$ cat src/hdie_pkg.sv
package hdie_pkg;

  // Register byte addresses
  localparam logic [11:0] ADDR_ENABLE = 12'h000;
  localparam logic [11:0] ADDR_STATUS = 12'h004;
  localparam logic [11:0] ADDR_OVERSIZE = 12'h008;
  localparam logic [11:0] ADDR_OVS_EN = 12'h00C;
  localparam logic [11:0] ADDR_MASK = 12'h010;

  // Field positions of enable, status and mask, and of the oversize and oversize enable registers
  localparam int BIT_TX_START = 6;
  localparam int BIT_RX_START = 5;
  localparam int BIT_TX_END = 4;
  localparam int BIT_RX_END = 3;
  localparam int BIT_FCS_ERR = 2;
  localparam int BIT_ABORT = 1;
  localparam int BIT_IDLE = 0;
  localparam int BIT_OVERSIZE = 0;
  localparam int BIT_STAT_OVS = 7;

  // Reset values
  localparam logic [7:0] RST_ENABLE = 8'h00;
  localparam logic [7:0] RST_STATUS = 8'h00;
  localparam logic [7:0] RST_MASK = 8'hFF;
  localparam logic RST_OVS = 1'b0;

  // Writable bits of the enable register; bit 7 is reserved
  localparam logic [7:0] ENABLE_WMASK = 8'h7F;

  // Oversize threshold in bytes
  localparam int OVERSIZE_BYTES = 276;

  typedef struct packed {
    logic tx_start_event;
    logic rx_start_event;
    logic tx_end_event;
    logic rx_end_event;
    logic rx_buffer_full;
    logic frame_check_error;
    logic abort_seq;
    logic idle_flag;
    logic oversize_message;
  } hdie_events_t;

  typedef struct packed {
    logic [7:0] enable;
    logic [7:0] status;
    logic [7:0] mask;
    logic ovs_status;
    logic ovs_en;
    logic [31:0] prdata;
    logic irq;
  } hdie_state_t;

endpackage : hdie_pkg

$ cat src/hdie_irq_ctrl.sv
// The APB interface to the registers and the register offsets were chosen for this implementation.
`timescale 1ns/1ps
`default_nettype none

module hdie_irq_ctrl
  import hdie_pkg::*;
(
  // Clock and reset
  input wire logic clk_in,
  input wire logic reset_in,
  // APB slave
  input wire logic psel_in,
  input wire logic penable_in,
  input wire logic pwrite_in,
  input wire logic [11:0] paddr_in,
  input wire logic [31:0] pwdata_in,
  input wire logic [3:0] pstrb_in,
  output logic [31:0] prdata_out,
  output logic pready_out,
  output logic pslverr_out,
  // Events from the data link engines
  input wire hdie_events_t events_in,
  // Interrupt
  output logic irq_out
);

  ////////////////////////////////////////////////////////////////////////////
  // State

  hdie_state_t state_reg;
  hdie_state_t state_next;

  logic access;
  logic wr;
  logic rd;
  logic mapped;
  logic [7:0] ev_vec;
  logic [7:0] wbyte;

  always_comb
  begin
    ev_vec = 8'h00;
    ev_vec[BIT_TX_START] = events_in.tx_start_event;
    ev_vec[BIT_RX_START] = events_in.rx_start_event;
    ev_vec[BIT_TX_END] = events_in.tx_end_event;
    ev_vec[BIT_RX_END] = events_in.rx_end_event
                       | events_in.rx_buffer_full;
    ev_vec[BIT_FCS_ERR] = events_in.frame_check_error;
    ev_vec[BIT_ABORT] = events_in.abort_seq;
    ev_vec[BIT_IDLE] = events_in.idle_flag;
  end

  assign access = psel_in & penable_in;
  assign wr = access & pwrite_in;
  assign rd = access & ~pwrite_in;
  assign wbyte = pstrb_in[0] ? pwdata_in[7:0] : 8'h00;
  assign mapped = (paddr_in == ADDR_ENABLE) | (paddr_in == ADDR_STATUS)
                | (paddr_in == ADDR_OVERSIZE) | (paddr_in == ADDR_OVS_EN)
                | (paddr_in == ADDR_MASK);

  ////////////////////////////////////////////////////////////////////////////
  // Next state

  always_comb
  begin
    state_next = state_reg;
    state_next.prdata = 32'h0000_0000;
    // Sticky event status; set wins over write-one-to-clear
    if (wr && paddr_in == ADDR_STATUS)
    begin
      state_next.status[6:0] = state_reg.status[6:0] & ~wbyte[6:0];
    end
    state_next.status[6:0] = state_next.status[6:0] | ev_vec[6:0];
    // Oversize status: reset upon read, set wins over the read
    if ((rd && paddr_in == ADDR_OVERSIZE)
        || (wr && paddr_in == ADDR_OVERSIZE && wbyte[BIT_OVERSIZE]))
    begin
      state_next.ovs_status = 1'b0;
    end
    if (events_in.oversize_message)
    begin
      state_next.ovs_status = 1'b1;
    end
    state_next.status[BIT_STAT_OVS] = state_next.ovs_status;
    if (wr && pstrb_in[0])
    begin
      unique case (paddr_in)
        ADDR_ENABLE: state_next.enable = pwdata_in[7:0] & ENABLE_WMASK;
        ADDR_OVS_EN: state_next.ovs_en = pwdata_in[BIT_OVERSIZE];
        ADDR_MASK: state_next.mask = pwdata_in[7:0];
        default: ;
      endcase
    end
    if (rd)
    begin
      unique case (paddr_in)
        ADDR_ENABLE: state_next.prdata = {24'h000000, state_reg.enable};
        ADDR_STATUS: state_next.prdata = {24'h000000, state_reg.status};
        ADDR_OVERSIZE:
          state_next.prdata = {31'h0000_0000, state_reg.ovs_status};
        ADDR_OVS_EN: state_next.prdata = {31'h0000_0000, state_reg.ovs_en};
        ADDR_MASK: state_next.prdata = {24'h000000, state_reg.mask};
        default: state_next.prdata = 32'h0000_0000;
      endcase
    end
    // Interrupt: status gated by enable and mask
    state_next.irq = |(state_next.status[6:0] & state_next.enable[6:0]
                       & state_next.mask[6:0])
                   | (state_next.ovs_status & state_next.ovs_en
                      & state_next.mask[BIT_STAT_OVS]);
  end

  ////////////////////////////////////////////////////////////////////////////
  // Registers

  always_ff @(posedge clk_in)
  begin
    if (reset_in)
    begin
      state_reg.enable <= RST_ENABLE;
      state_reg.status <= RST_STATUS;
      state_reg.mask <= RST_MASK;
      state_reg.ovs_status <= RST_OVS;
      state_reg.ovs_en <= RST_OVS;
      state_reg.prdata <= 32'h0000_0000;
      state_reg.irq <= 1'b0;
    end
    else
    begin
      state_reg <= state_next;
    end
  end

  ////////////////////////////////////////////////////////////////////////////
  // Outputs

  // Read data is registered, so every access takes one wait state
  logic ready_reg;

  always_ff @(posedge clk_in)
  begin
    if (reset_in)
    begin
      ready_reg <= 1'b0;
    end
    else
    begin
      ready_reg <= access & ~ready_reg;
    end
  end

  assign pready_out = ready_reg;
  assign pslverr_out = ready_reg & ~mapped;
  assign prdata_out = state_reg.prdata;
  assign irq_out = state_reg.irq;

endmodule : hdie_irq_ctrl

`default_nettype wire

$ cat config.mk
export PLATFORM = sky130hd
export DESIGN_NAME = hdie_irq_ctrl
export DESIGN_NICKNAME = d
export VERILOG_FILES = /design/src/hdie_pkg.sv /design/src/hdie_irq_ctrl.sv
export SDC_FILE = /design/constraint.sdc
export NUM_CORES = 1
export LEC_CHECK = 0
export BUFFER_PORTS_ARGS = -buffer_cell sky130_fd_sc_hd__buf_2
export CORE_ASPECT_RATIO = 1.1
export CORE_UTILIZATION = 49
export CTS_BUF_LIST = sky130_fd_sc_hd__clkbuf_16
export DETAILED_ROUTE_END_ITERATION = 8
export PLACE_DENSITY = 0.85
export SLEW_MARGIN = 10
export SYNTH_ARGS = -nofsm -noshare
export SYNTH_HDL_FRONTEND = slang
export SYNTH_SLANG_ARGS = --single-unit
$ cat constraint.sdc
create_clock -name clk_in -period 6.2 [get_ports clk_in]
set_input_delay 1.24 -clock clk_in [delete_from_list [all_inputs] [get_ports clk_in]]
set_output_delay 1.24 -clock clk_in [all_outputs]
set_load 0.1 [all_outputs]
======== After elaboration in Yosys (flattened, before gate mapping) ========
Cells that the tools add are included.
W data, S select, Z words.
word-level totals
  bits in registers ....................... 59
  input port bits ......................... 62
  output and inout bits ................... 35
  logic and storage cells ................. 54
operators by class
  equality and inequality tests ........... 4
  muxes and demuxes ....................... 11
  bitwise gates (word level) .............. 22
  reduce and logical (&&, ||, !) cells .... 9
operator list
  kind                   count
  $pmux W8 S5            1
  $mux W7                4
  $eq A12 B4 Y1 const B  2
  $and A7 B7 Y7          3
  $mux W8                2
  $eq A12 B3 Y1 const B  1
  $eq A12 B5 Y1 const B  1
  $logic_not A12 Y1      1
  $and A1 B1 Y1          7
  $not A7 Y7             1
  $or A7 B7 Y7           1
  $reduce_or A7 Y1       1
  $or A1 B1 Y1           6
  $logic_and A1 B1 Y1    5
  $mux W1                4
  $not A1 Y1             4
  $reduce_or A2 Y1       1
  $logic_or A1 B1 Y1     1

======== Longest topological paths before layout ========
Gate-level depths: netlist (run 1).
  word-level depth ........................ 10
  depth in mapped cells ................... 10
  gate-level depth less buffers ........... 7

======== Least setup slack after synthesis (run 1) ========
No wires, ideal clock.
  path kind ............................... input to output
  start point ............................. input paddr_in[9]
  end point ............................... output pslverr_out
  data arrival time ....................... 2.706 ns
  required time ........................... 4.960 ns
  path slack .............................. 2.254 ns
  stages on the path ...................... 5
  cell sequence ........................... or4_4 buf_6 nor3_1 o21ai_0 and2_1
on the way
  longest elaborated chain between the ends .. 7
RTL lines
  element                                                    RTL line              source
  from (decl)                                                hdie_irq_ctrl.sv:15   input wire logic [11:0] paddr_in,
  $eq A12 B3 Y1 / $logic_not A12 Y1 (equally long branches)  hdie_irq_ctrl.sv:57   assign mapped = (paddr_in == ADDR_ENABLE) | (paddr_in == ADDR_STATUS)
  $or A1 B1 Y1                                               hdie_irq_ctrl.sv:57
  $or A1 B1 Y1 (2 in series)                                 hdie_irq_ctrl.sv:58   | (paddr_in == ADDR_OVERSIZE) | (paddr_in == ADDR_OVS_EN)
  $or A1 B1 Y1 *                                             hdie_irq_ctrl.sv:59   | (paddr_in == ADDR_MASK);
  $not A1 Y1 *                                               hdie_irq_ctrl.sv:153  assign pslverr_out = ready_reg & ~mapped;
  $and A1 B1 Y1 *                                            hdie_irq_ctrl.sv:153
  to (decl)                                                  hdie_irq_ctrl.sv:20   output logic pslverr_out,
Mark *: on every way between the ends. The rest lies on a longest branch, timed or not.

======== Final worst setup path (run 1) ========
Ends and elaborated chain as after synthesis.

==> impl_metrics.csv, run 1 <==
group,metric,value,unit
layout,fin_nets,323,
timing,report.final.hold_viol_count,0,
floorplan,initial_utilization,0.520,
floorplan,coreArea,3680,sq um
floorplan,floorplan_die_area,4160,sq um
setup_path,cp.arrival,2.80,ns
route,viasPerCell,5.46,
route,drt_first_iter_violations,144,
power_and_ir_drop,p_clk_frac,0.411,
timing,timing.final.setup_violations,0,
clocking,tritoncts.num_buffers,5,
grt,grt_util_all_layers,0.225,
timing,timing.final.max_slew_violations,0,
synth,netlist-cell-type-count,42,
route,first_pass_drt_iterations,4,
grt,grt_max_degree,28,
synth,synth.avg_cell_area,8.33,sq um
synth,syn-instance-count,230,
layout,area.sequential,681,sq um
layout,multiInputGateArea,1000,sq um
route,antenna_violating_nets_post_route,0,
min_path,min-delay-start,"pready_out",
place,dp.final_hpwl,2980,microns
power_and_ir_drop,netSwitchingFraction,0.310,
route,total_routed_wirelength,4310,microns
synth,postSynthRegisterBits,34,
status,status,"completed",
synth,synth_enable_flop_cells,0,
timing,max_freq,0.248,GHz
grt,grt_antenna_before_repair,0,
setup_path,critical_path.reg2reg.startpoint,"state_reg[57]",
power_and_ir_drop,power.density_cell_area,260,nW/um^2
grt,global_route_wire_length_before_repair,6810,microns
setup_path,cp_max_fo,6,
synth,post-synth-top-area-cell,"sky130_fd_sc_hd__dfxtp_1",
power_and_ir_drop,p_int,0.379,mW
timing,min_tclk_post_route,4.04,ns
layout,antennaDiodeCount,0,
min_path,timing.hold.worst.class,"flop to flop",
floorplan,pin_count,97,
route,routedWlPerCell,13.9,microns
clocking,cts_htree_levels,2,
grt,gr-total-overflow,0,
setup_path,end_kind,"output port",
clocking,clock_tree.buffer_depth,2,
power_and_ir_drop,pwr-share-comb,0.179,
layout,num-fill-cells,352,
layout,flip_flop_count_of_the_largest_register_after_layout,24,
power_and_ir_drop,fin_total_pwr,0.550,mW
power_and_ir_drop,power.share.sequential,0.409,
route,vias,1698,
synth,yosysWarningCount,0,
place,place.gp.congestion,0.810,
synth,ys_dominant_reg_cell,"sky130_fd_sc_hd__dfxtp_1",
clocking,tritoncts,"yes",
synth,synth_async_sr_flop_share,0,
clocking,cts-hold-fix-buffers,0,
timing,hold-worst-slack,0.457,ns
flow_run,max_capacitance_violation_count,0,
floorplan,row_count,23,
timing,worst_pin_slew,0.685,ns
synth,netlist_top_cells_area,"sky130_fd_sc_hd__dfxtp_1, sky130_fd_sc_hd__buf_4, sky130_fd_sc_hd__a21oi_1, sky130_fd_sc_hd__nand2_1, sky130_fd_sc_hd__nand3_1",
power_and_ir_drop,leakage,0.833,nW
synth,synthDominantCellAreaShare,0.355,
clocking,clock_insertion_delay_worst_skew,0.28,ns
setup_path,cp-start-kind,"input pin",
power_and_ir_drop,vdd_drop_max,0.183,mV
clocking,clock_sinks,34,
clocking,cts-resized-gates,0,
clocking,cts_post_setup_buffers_inserted,0,
place,portBuffers,45,
floorplan,overall_die_height,67.6,microns
layout,drive_above_1_share,0.234,
power_and_ir_drop,p_switching,0.170,mW
clocking,path_clk_slew,0.05,ns
clocking,cts_root_buf,"sky130_fd_sc_hd__clkbuf_16",
setup_path,crit_start,"paddr_in[9]",
timing,max_slew_margin,0.540,
grt,first_global_vias,1485,
route,drc,0,
timing,grt_setup_unrepaired,"no",
synth,synth_seq_area_share,0.355,
setup_path,worst_setup_path_type,"input pin to output port",
layout,area.growth.synth_to_final,10.3,%
setup_path,critPathRequiredTime,4.96,ns
timing,fin_crit_sh,0.651,
synth,synth_area,1920,sq um
floorplan,die_width,61.6,microns
timing,clock-skew-final,0.00401,ns
timing,finalSetupTns,0,ns
layout by cell type (no fill, tap or decap), drive strengths merged:
master,instances
or3,1
or2,2
and4,1
nand4,1
nand4bb,1
o22ai,2
clkbuf,5
a22o,3
nor2b,7
dfxtp,34
a211oi,2
a2bb2oi,1
o22a,1
and2,4
mux2i,1
nor3,3
a31oi,4
o32a,1
nand3,16
and3,2
a22oi,8
a32oi,1
a211o,6
a41oi,1
mux2,2
buf,45
nor4,5
nand2,26
a21o,1
conb,24
a21oi,23
o21ai,3
nand2b,3
or4,3
inv,4
nor2,14
cells by family (layout without fill, tap and decap cells):
logic type             count (synthesis)  in the layout  synth area share
and+or+nand+nor                       89             89             0.259
AOI/OAI and AO/OA                     57             57             0.201
buffers and inverters                 46             54             0.166
DFF                                   34             34             0.355
muxes                                  3              3            0.0170
other                                  1             24           0.00196
path summary, 6_finish.rpt:
kind              cells past startpoint           to  slack, ns
setup / recovery                      6  pslverr_out       2.16
hold reg to reg                       1   pready_out       0.46
setup reg to reg                      6      irq_out       5.01
hold / removal                        1   pready_out       0.46
worst max-delay path, cell delays in order:
cell and delay [ns]:
sky130_fd_sc_hd__buf_2 0.09, sky130_fd_sc_hd__or4_4 0.60, sky130_fd_sc_hd__nor3_1 0.23, sky130_fd_sc_hd__o21ai_0 0.16, sky130_fd_sc_hd__and2_1 0.18, sky130_fd_sc_hd__buf_2 0.28
layout make-up:
| class | instances | share of cell area |
|---|---|---|
| Timing Repair Buffer | 45 | 0.107 |
| Multi-Input combinational cell | 173 | 0.475 |
| Clock inverter | 2 | 0.00355 |
| Sequential cell | 34 | 0.322 |
| Inverter | 2 | 0.00355 |
| Clock buffer | 5 | 0.0592 |
| Tap cell | 50 | 0.0296 |
cells in the mapped netlist (3+ instances only):
master                     number
sky130_fd_sc_hd__dfxtp_1       34
sky130_fd_sc_hd__nor3_1         3
sky130_fd_sc_hd__buf_4         32
sky130_fd_sc_hd__nand3_1       16
sky130_fd_sc_hd__a22o_1         3
sky130_fd_sc_hd__a31oi_1        4
sky130_fd_sc_hd__nand2b_1       3
sky130_fd_sc_hd__and2_1         4
sky130_fd_sc_hd__nor4_4         3
sky130_fd_sc_hd__a21oi_1       22
sky130_fd_sc_hd__a22oi_1        8
sky130_fd_sc_hd__o21ai_0        3
sky130_fd_sc_hd__buf_6          3
sky130_fd_sc_hd__nor2b_1        7
sky130_fd_sc_hd__a211o_1        6
sky130_fd_sc_hd__nor2_1        13
sky130_fd_sc_hd__clkbuf_1       7
sky130_fd_sc_hd__nand2_1       26
metal layers:
| layer | up-vias | track usage | wire length, microns |
|---|---|---|---|
| li1 | 832 | - | - |
| met2 | 73 | 0.352 | 2170 |
| met4 | 0 | 0.108 | 87 |
| met3 | 9 | 0.0421 | 245 |
| met1 | 784 | 0.293 | 1800 |
| met5 | - | 0 | 0 |
metrics by stage:
stage	worst slack [ns]	instances	instance area [sq um]	util
after floorplan	2.25	253	2000	-
after global placement	2.17	304	1980	0.537
after detailed placement	2.17	304	1980	0.537
after CTS	2.17	311	2110	0.573
after global routing	2.01	311	2110	0.573
final	2.16	311	2110	0.573
power by group through the flow:
stage	sequential (mW)	combinational (mW)	clock, mW
floorplan	0.231	0.0905	0
global placement	0.229	0.0976	0
detailed placement	0.229	0.0980	0
CTS	0.225	0.0981	0.228
global route	0.225	0.103	0.237
finish	0.225	0.0986	0.226
No activity file was read; power rests on OpenSTA's default activity.
==> inputs of run 2 (changes only) <==
Settings changed: CORE_UTILIZATION 49 to 45, PLACE_DENSITY 0.85 to 0.79.
Clock period 6.2 ns to 3.9 ns, I/O delays scaled along.
==> run 2 against run 1 <==
Net effect: total power up 59%; hold slack better by 0.022 ns; clock skew about the same; worst setup slack worse by 1.4 ns; via count up 1.2%; die area up 8.6%; first-iteration DRC count down 44%; critical endpoint unchanged.
==> impl_metrics.csv, run 2 (same netlist as run 1, synthesis figures left out) <==
group,metric,value,unit
status,status,"completed",
timing,report.final.hold_viol_count,0,
power_and_ir_drop,power.density_cell_area,406,nW/um^2
layout,flip_flop_count_of_the_largest_register_after_layout,24,
clocking,clock_sinks,34,
power_and_ir_drop,power.share.sequential,0.409,
route,antenna_violating_nets_post_route,0,
power_and_ir_drop,p_int,0.603,mW
timing,grt_setup_unrepaired,"no",
power_and_ir_drop,vdd_drop_max,0.209,mV
power_and_ir_drop,pwr-share-comb,0.180,
layout,antennaDiodeCount,0,
clocking,tritoncts,"yes",
floorplan,pin_count,97,
route,wl_met1,1820,microns
min_path,timing.hold.worst.class,"flop to flop",
floorplan,coreArea,4020,sq um
route,met2_wirelength,2180,microns
layout,most_common_cell_after_layout_fill_and_taps_aside,"sky130_fd_sc_hd__buf_2",
setup_path,path_cells,"buf_2 > or4_4 > nor3_1 > o21ai_0 > and2_1 > buf_2",
floorplan,row_count,24,
grt,gr-total-overflow,0,
setup_path,cp_slowest_cell,"sky130_fd_sc_hd__or4_4",
layout,fin_nets,328,
route,total_routed_wirelength,4420,microns
floorplan,die_width,64.2,microns
layout,area.growth.synth_to_final,12.3,%
route,maxUsedRoutingLayer,"met4",
min_path,min-delay-start,"pready_out",
setup_path,cp_max_fo,6,
floorplan,overall_die_height,70.4,microns
floorplan,floorplan_die_area,4520,sq um
clocking,tritoncts.num_buffers,5,
clocking,cts_root_buf,"sky130_fd_sc_hd__clkbuf_16",
route,vias,1718,
clocking,cts_htree_levels,2,
timing,min_tclk_post_route,3.14,ns
power_and_ir_drop,leakage,0.860,nW
flow_run,max_capacitance_violation_count,0,
layout,design_area,2150,sq um
floorplan,initial_utilization,0.476,
timing,clock-skew-final,0.00402,ns
grt,first_global_vias,1527,
clocking,cts-hold-fix-buffers,0,
setup_path,critical_path.reg2reg.startpoint,"state_reg[57]",
route,first_pass_drt_iterations,4,
setup_path,end_kind,"output port",
place,portBuffers,45,
timing,fin_crit_sh,0.806,
min_path,hold_depth,1,
place,placement.cell_area,2020,sq um
power_and_ir_drop,netSwitchingFraction,0.310,
setup_path,regToRegSetupSlack,2.70,ns
clocking,clock_tree.buffer_depth,2,
setup_path,worstRegToRegCells,6,
route,viasPerCell,5.40,
setup_path,r2r-end,"irq_out",
power_and_ir_drop,p_switching,0.271,mW
setup_path,critPathRequiredTime,3.12,ns
layout,drive_above_1_share,0.248,
min_path,whs_endpoint,"pready_out",
grt,global_route_wire_length_before_repair,6990,microns
route,routedWlPerCell,13.9,microns
clocking,cts-resized-gates,0,
place,place.gp.congestion,0.869,
layout,num-fill-cells,390,
timing,timing.final.setup_violations,0,
setup_path,critPathTopFamily,"simple AND/OR/NAND/NOR gates",
setup_path,cpPeakStageDelay,0.60,ns
timing,max_slew_margin,0.631,
setup_path,critical_path_buf_inv_count,2,
timing,max_freq,0.318,GHz
setup_path,worst_setup_path_type,"input pin to output port",
grt,grt_antenna_before_repair,0,
grt,grt_util_all_layers,0.206,
setup_path,cp-start-kind,"input pin",
clocking,cts_post_setup_buffers_inserted,0,
timing,finalSetupTns,0,ns
layout,commonest_cells_after_routing_fill_and_taps_aside,"sky130_fd_sc_hd__buf_2, sky130_fd_sc_hd__dfxtp_1, sky130_fd_sc_hd__nand2_1, sky130_fd_sc_hd__conb_1, sky130_fd_sc_hd__a21oi_1",
timing,worst_pin_slew,0.550,ns
place,dp.final_hpwl,3150,microns
route,drc,0,
setup_path,cpMostUsedCell,"sky130_fd_sc_hd__buf_2",
grt,grt_max_degree,28,
clocking,clock_insertion_delay_worst_skew,0.28,ns
route,drt_first_iter_violations,81,
setup_path,cp.arrival,2.36,ns
power_and_ir_drop,p_clk_frac,0.411,
clocking,path_clk_slew,0.05,ns
route,met3_wirelength,352,microns
timing,timing.final.max_slew_violations,0,
[run 2: cell types whose count changed in the layout (fill, tap and decap cells not counted)]
| cell | previous run | this run |
|---|---|---|
| sky130_fd_sc_hd__buf_4 | 0 | 5 |
[run 2: how the worst max path moves through the flow]
stage                start           to  cells after the start
2_1_floorplan  paddr_in[9]  pslverr_out                      5
3_3_place_gp   paddr_in[9]      irq_out                      8
3_5_place_dp   paddr_in[9]      irq_out                      8
4_1_cts        paddr_in[9]  pslverr_out                      6
5_1_grt        paddr_in[9]  pslverr_out                      6
6_report       paddr_in[9]  pslverr_out                      6
[run 2: cell type report]
class | count | area, sq um | share of cell area
Clock buffer | 5 | 125 | 0.0581
Sequential cell | 34 | 681 | 0.316
Multi-Input combinational cell | 173 | 1000 | 0.466
Inverter | 2 | 7.51 | 0.00349
Tap cell | 52 | 65.1 | 0.0302
Timing Repair Buffer | 50 | 263 | 0.122
Clock inverter | 2 | 7.51 | 0.00349
[run 2: worst reg2reg max path, stage by stage, from the launching register on]
cell and delay (ns):
sky130_fd_sc_hd__dfxtp_1 0.33, sky130_fd_sc_hd__nand3_1 0.09, sky130_fd_sc_hd__nor2_1 0.04, sky130_fd_sc_hd__a31oi_1 0.14, sky130_fd_sc_hd__o21ai_0 0.12, sky130_fd_sc_hd__a2bb2oi_1 0.20
sky130_fd_sc_hd__a41oi_2 0.14
[run 2: layer usage]
layer / global-route usage / vias up
met5: 0 / -
met4: 0.111 / 0
li1: - / 833
met2: 0.314 / 82
met1: 0.254 / 796
met3: 0.0686 / 7
[run 2: through the flow]
step           hold WS (ns)  worst slack, ns  cells  utilization  total power [mW]
2_1_floorplan         0.440            0.874    253            -             0.511
3_3_place_gp          0.455            0.699    311        0.502             0.520
3_5_place_dp          0.461            0.720    311        0.502             0.521
4_1_cts               0.473            0.753    318        0.535             0.881
5_1_grt               0.497            0.636    318        0.535             0.898
6_report              0.480            0.755    318        0.535             0.875
[run 2: power by group through the flow]
| stage | Clock [mW] | Sequential (mW) | Combinational, mW |
|---|---|---|---|
| after global routing | 0.377 | 0.358 | 0.163 |
| after detailed placement | 0 | 0.365 | 0.156 |
| after floorplan | 0 | 0.367 | 0.144 |
| final | 0.359 | 0.358 | 0.157 |
| after global placement | 0 | 0.365 | 0.156 |
| after CTS | 0.367 | 0.358 | 0.157 |
==> inputs of run 3 (changes only) <==
Settings changed: CORE_UTILIZATION 45 to 41, PLACE_DENSITY 0.79 to 0.76.
Clock period 3.9 ns to 2.8 ns, I/O delays scaled along.
==> run 3 against run 2 <==
Net effect: sequential share of layout area fell by 0.81 points; non-clock buffer count up 6; global-route usage shrank 0.61 points; clock skew grew 0.00065 ns; sequential cell count unchanged; final cell count grew 2.8%; sequential power is 39% higher.
==> impl_metrics.csv, run 3 (same netlist as run 1, synthesis figures left out) <==
group,metric,value,unit
status,status,"completed",
timing,report.final.hold_viol_count,0,
floorplan,coreArea,4380,sq um
floorplan,pin_count,97,
grt,grt_antenna_before_repair,0,
floorplan,overall_die_height,73.7,microns
flow_run,max_capacitance_violation_count,0,
setup_path,r2r-end,"irq_out",
power_and_ir_drop,leakage,0.887,nW
clocking,clock_insertion_delay_worst_skew,0.28,ns
route,routedWlPerCell,13.9,microns
clocking,clock_tree.buffer_depth,2,
layout,drive_above_1_share,0.271,
layout,commonest_cells_after_routing_fill_and_taps_aside,"sky130_fd_sc_hd__buf_2, sky130_fd_sc_hd__dfxtp_1, sky130_fd_sc_hd__nand2_1, sky130_fd_sc_hd__conb_1, sky130_fd_sc_hd__a21oi_1",
clocking,clock_sinks,34,
route,drt_first_iter_violations,149,
timing,timing.final.max_slew_violations,0,
min_path,hold_depth,1,
power_and_ir_drop,power.density_cell_area,565,nW/um^2
grt,gr-total-overflow,0,
setup_path,worst_setup_path_type,"input pin to output port",
setup_path,worstRegToRegCells,4,
timing,min_tclk_post_route,2.66,ns
timing,hold-worst-slack,0.454,ns
setup_path,end_kind,"output port",
floorplan,floorplan_die_area,4950,sq um
min_path,min-delay-start,"pready_out",
timing,worst_pin_slew,0.512,ns
route,drc,0,
min_path,timing.hold.worst.class,"flop to flop",
setup_path,cp_slowest_cell,"sky130_fd_sc_hd__or4_4",
clocking,cts_root_buf,"sky130_fd_sc_hd__clkbuf_16",
place,inst_count_dp,319,
setup_path,cp-start-kind,"input pin",
floorplan,row_count,25,
power_and_ir_drop,power.share.sequential,0.399,
timing,max_slew_margin,0.658,
grt,first_global_vias,1557,
clocking,cts-resized-gates,0,
setup_path,cp.arrival,2.10,ns
layout,most_common_cell_after_layout_fill_and_taps_aside,"sky130_fd_sc_hd__buf_2",
layout,fin_nets,334,
grt,grt_max_degree,28,
setup_path,cpMostUsedCell,"sky130_fd_sc_hd__buf_2",
timing,fin_crit_sh,0.950,
setup_path,path_cells,"buf_2 > or4_4 > nor3_1 > o21ai_0 > and2_1 > buf_2",
setup_path,cpPeakStageDelay,0.60,ns
route,first_pass_drt_iterations,4,
layout,layoutNonFillerInstCount,327,
clocking,cts_post_setup_buffers_inserted,0,
clocking,cts-hold-fix-buffers,0,
timing,finalSetupTns,0,ns
power_and_ir_drop,p_switching,0.400,mW
place,dp.final_hpwl,3180,microns
timing,grt_setup_unrepaired,"no",
timing,max_freq,0.376,GHz
place,portBuffers,45,
route,antenna_violating_nets_post_route,0,
layout,flip_flop_count_of_the_largest_register_after_layout,24,
route,viasPerCell,5.34,
clocking,cts_htree_levels,2,
layout,antennaDiodeCount,0,
layout,postLayoutCoreUtil,0.504,
layout,design_area,2210,sq um
layout,area.growth.synth_to_final,15.3,%
setup_path,critPathRequiredTime,2.24,ns
setup_path,critical_path_buf_inv_count,2,
place,place.gp.congestion,0.823,
timing,timing.final.setup_violations,0,
power_and_ir_drop,p_int,0.847,mW
grt,global_route_wire_length_before_repair,7310,microns
setup_path,critPathTopFamily,"simple AND/OR/NAND/NOR gates",
place,placement.cell_area,2070,sq um
power_and_ir_drop,pwr-share-comb,0.176,
min_path,whs_endpoint,"pready_out",
clocking,tritoncts,"yes",
clocking,tritoncts.num_buffers,5,
floorplan,die_width,67.2,microns
clocking,path_clk_slew,0.05,ns
setup_path,cp_max_fo,6,
power_and_ir_drop,vdd_drop_max,0.232,mV
setup_path,critical_path.reg2reg.startpoint,"state_reg[55]",
route,vias,1746,
power_and_ir_drop,netSwitchingFraction,0.321,
grt,grt_util_all_layers,0.200,
route,total_routed_wirelength,4560,microns
timing,clock-skew-final,0.00468,ns
floorplan,initial_utilization,0.437,
power_and_ir_drop,p_clk_frac,0.425,
setup_path,regToRegSetupSlack,1.54,ns
-- run 3: changes by cell type in the layout (fill, tap and decap cells not counted), sizes merged --
cell,previous run,this run
inv,4,2
buf,50,56
clkinvlp,0,1
clkinv,0,2
-- run 3: worst max-delay path by stage --
stage                startpoint          end  slack (ns)  cells past startpoint
floorplan           paddr_in[9]      irq_out        0.15                      8
global placement    paddr_in[9]      irq_out        0.10                      8
detailed placement  paddr_in[9]      irq_out        0.13                      8
CTS                 paddr_in[9]  pslverr_out        0.13                      6
global route        paddr_in[9]  pslverr_out        0.07                      6
finish              paddr_in[9]  pslverr_out        0.14                      6
-- run 3: stage by stage --
stage,power [mW],setup slack [ns]
after global routing,1.29,0.0692
after CTS,1.25,0.131
after floorplan,0.712,0.148
final,1.25,0.140
after detailed placement,0.726,0.125
after global placement,0.725,0.103
-- run 3: power by group through the flow --
stage	sequential, mW	combinational, mW	clock (mW)
4_1_cts	0.498	0.219	0.535
5_1_grt	0.498	0.230	0.558
3_3_place_gp	0.508	0.217	0
3_5_place_dp	0.508	0.218	0
6_report	0.498	0.220	0.529
2_1_floorplan	0.511	0.200	0
-- run 3: final cells by class --
cell class	instances	area, sq um
Inverter	2	7.51
Multi-Input combinational cell	173	1000
Clock buffer	5	125
Fill cell	460	2170
Timing Repair Buffer	56	308
Clock inverter	3	16.3
Tap cell	54	67.6
Sequential cell	34	681
-- run 3: routing by layer --
layer  vias up  global-route usage  wire [microns]
met3         9              0.0559             336
li1        844                   -               -
met2        80               0.334            2260
met4         0              0.0638              68
met5         -                   0               0
met1       813               0.245            1890
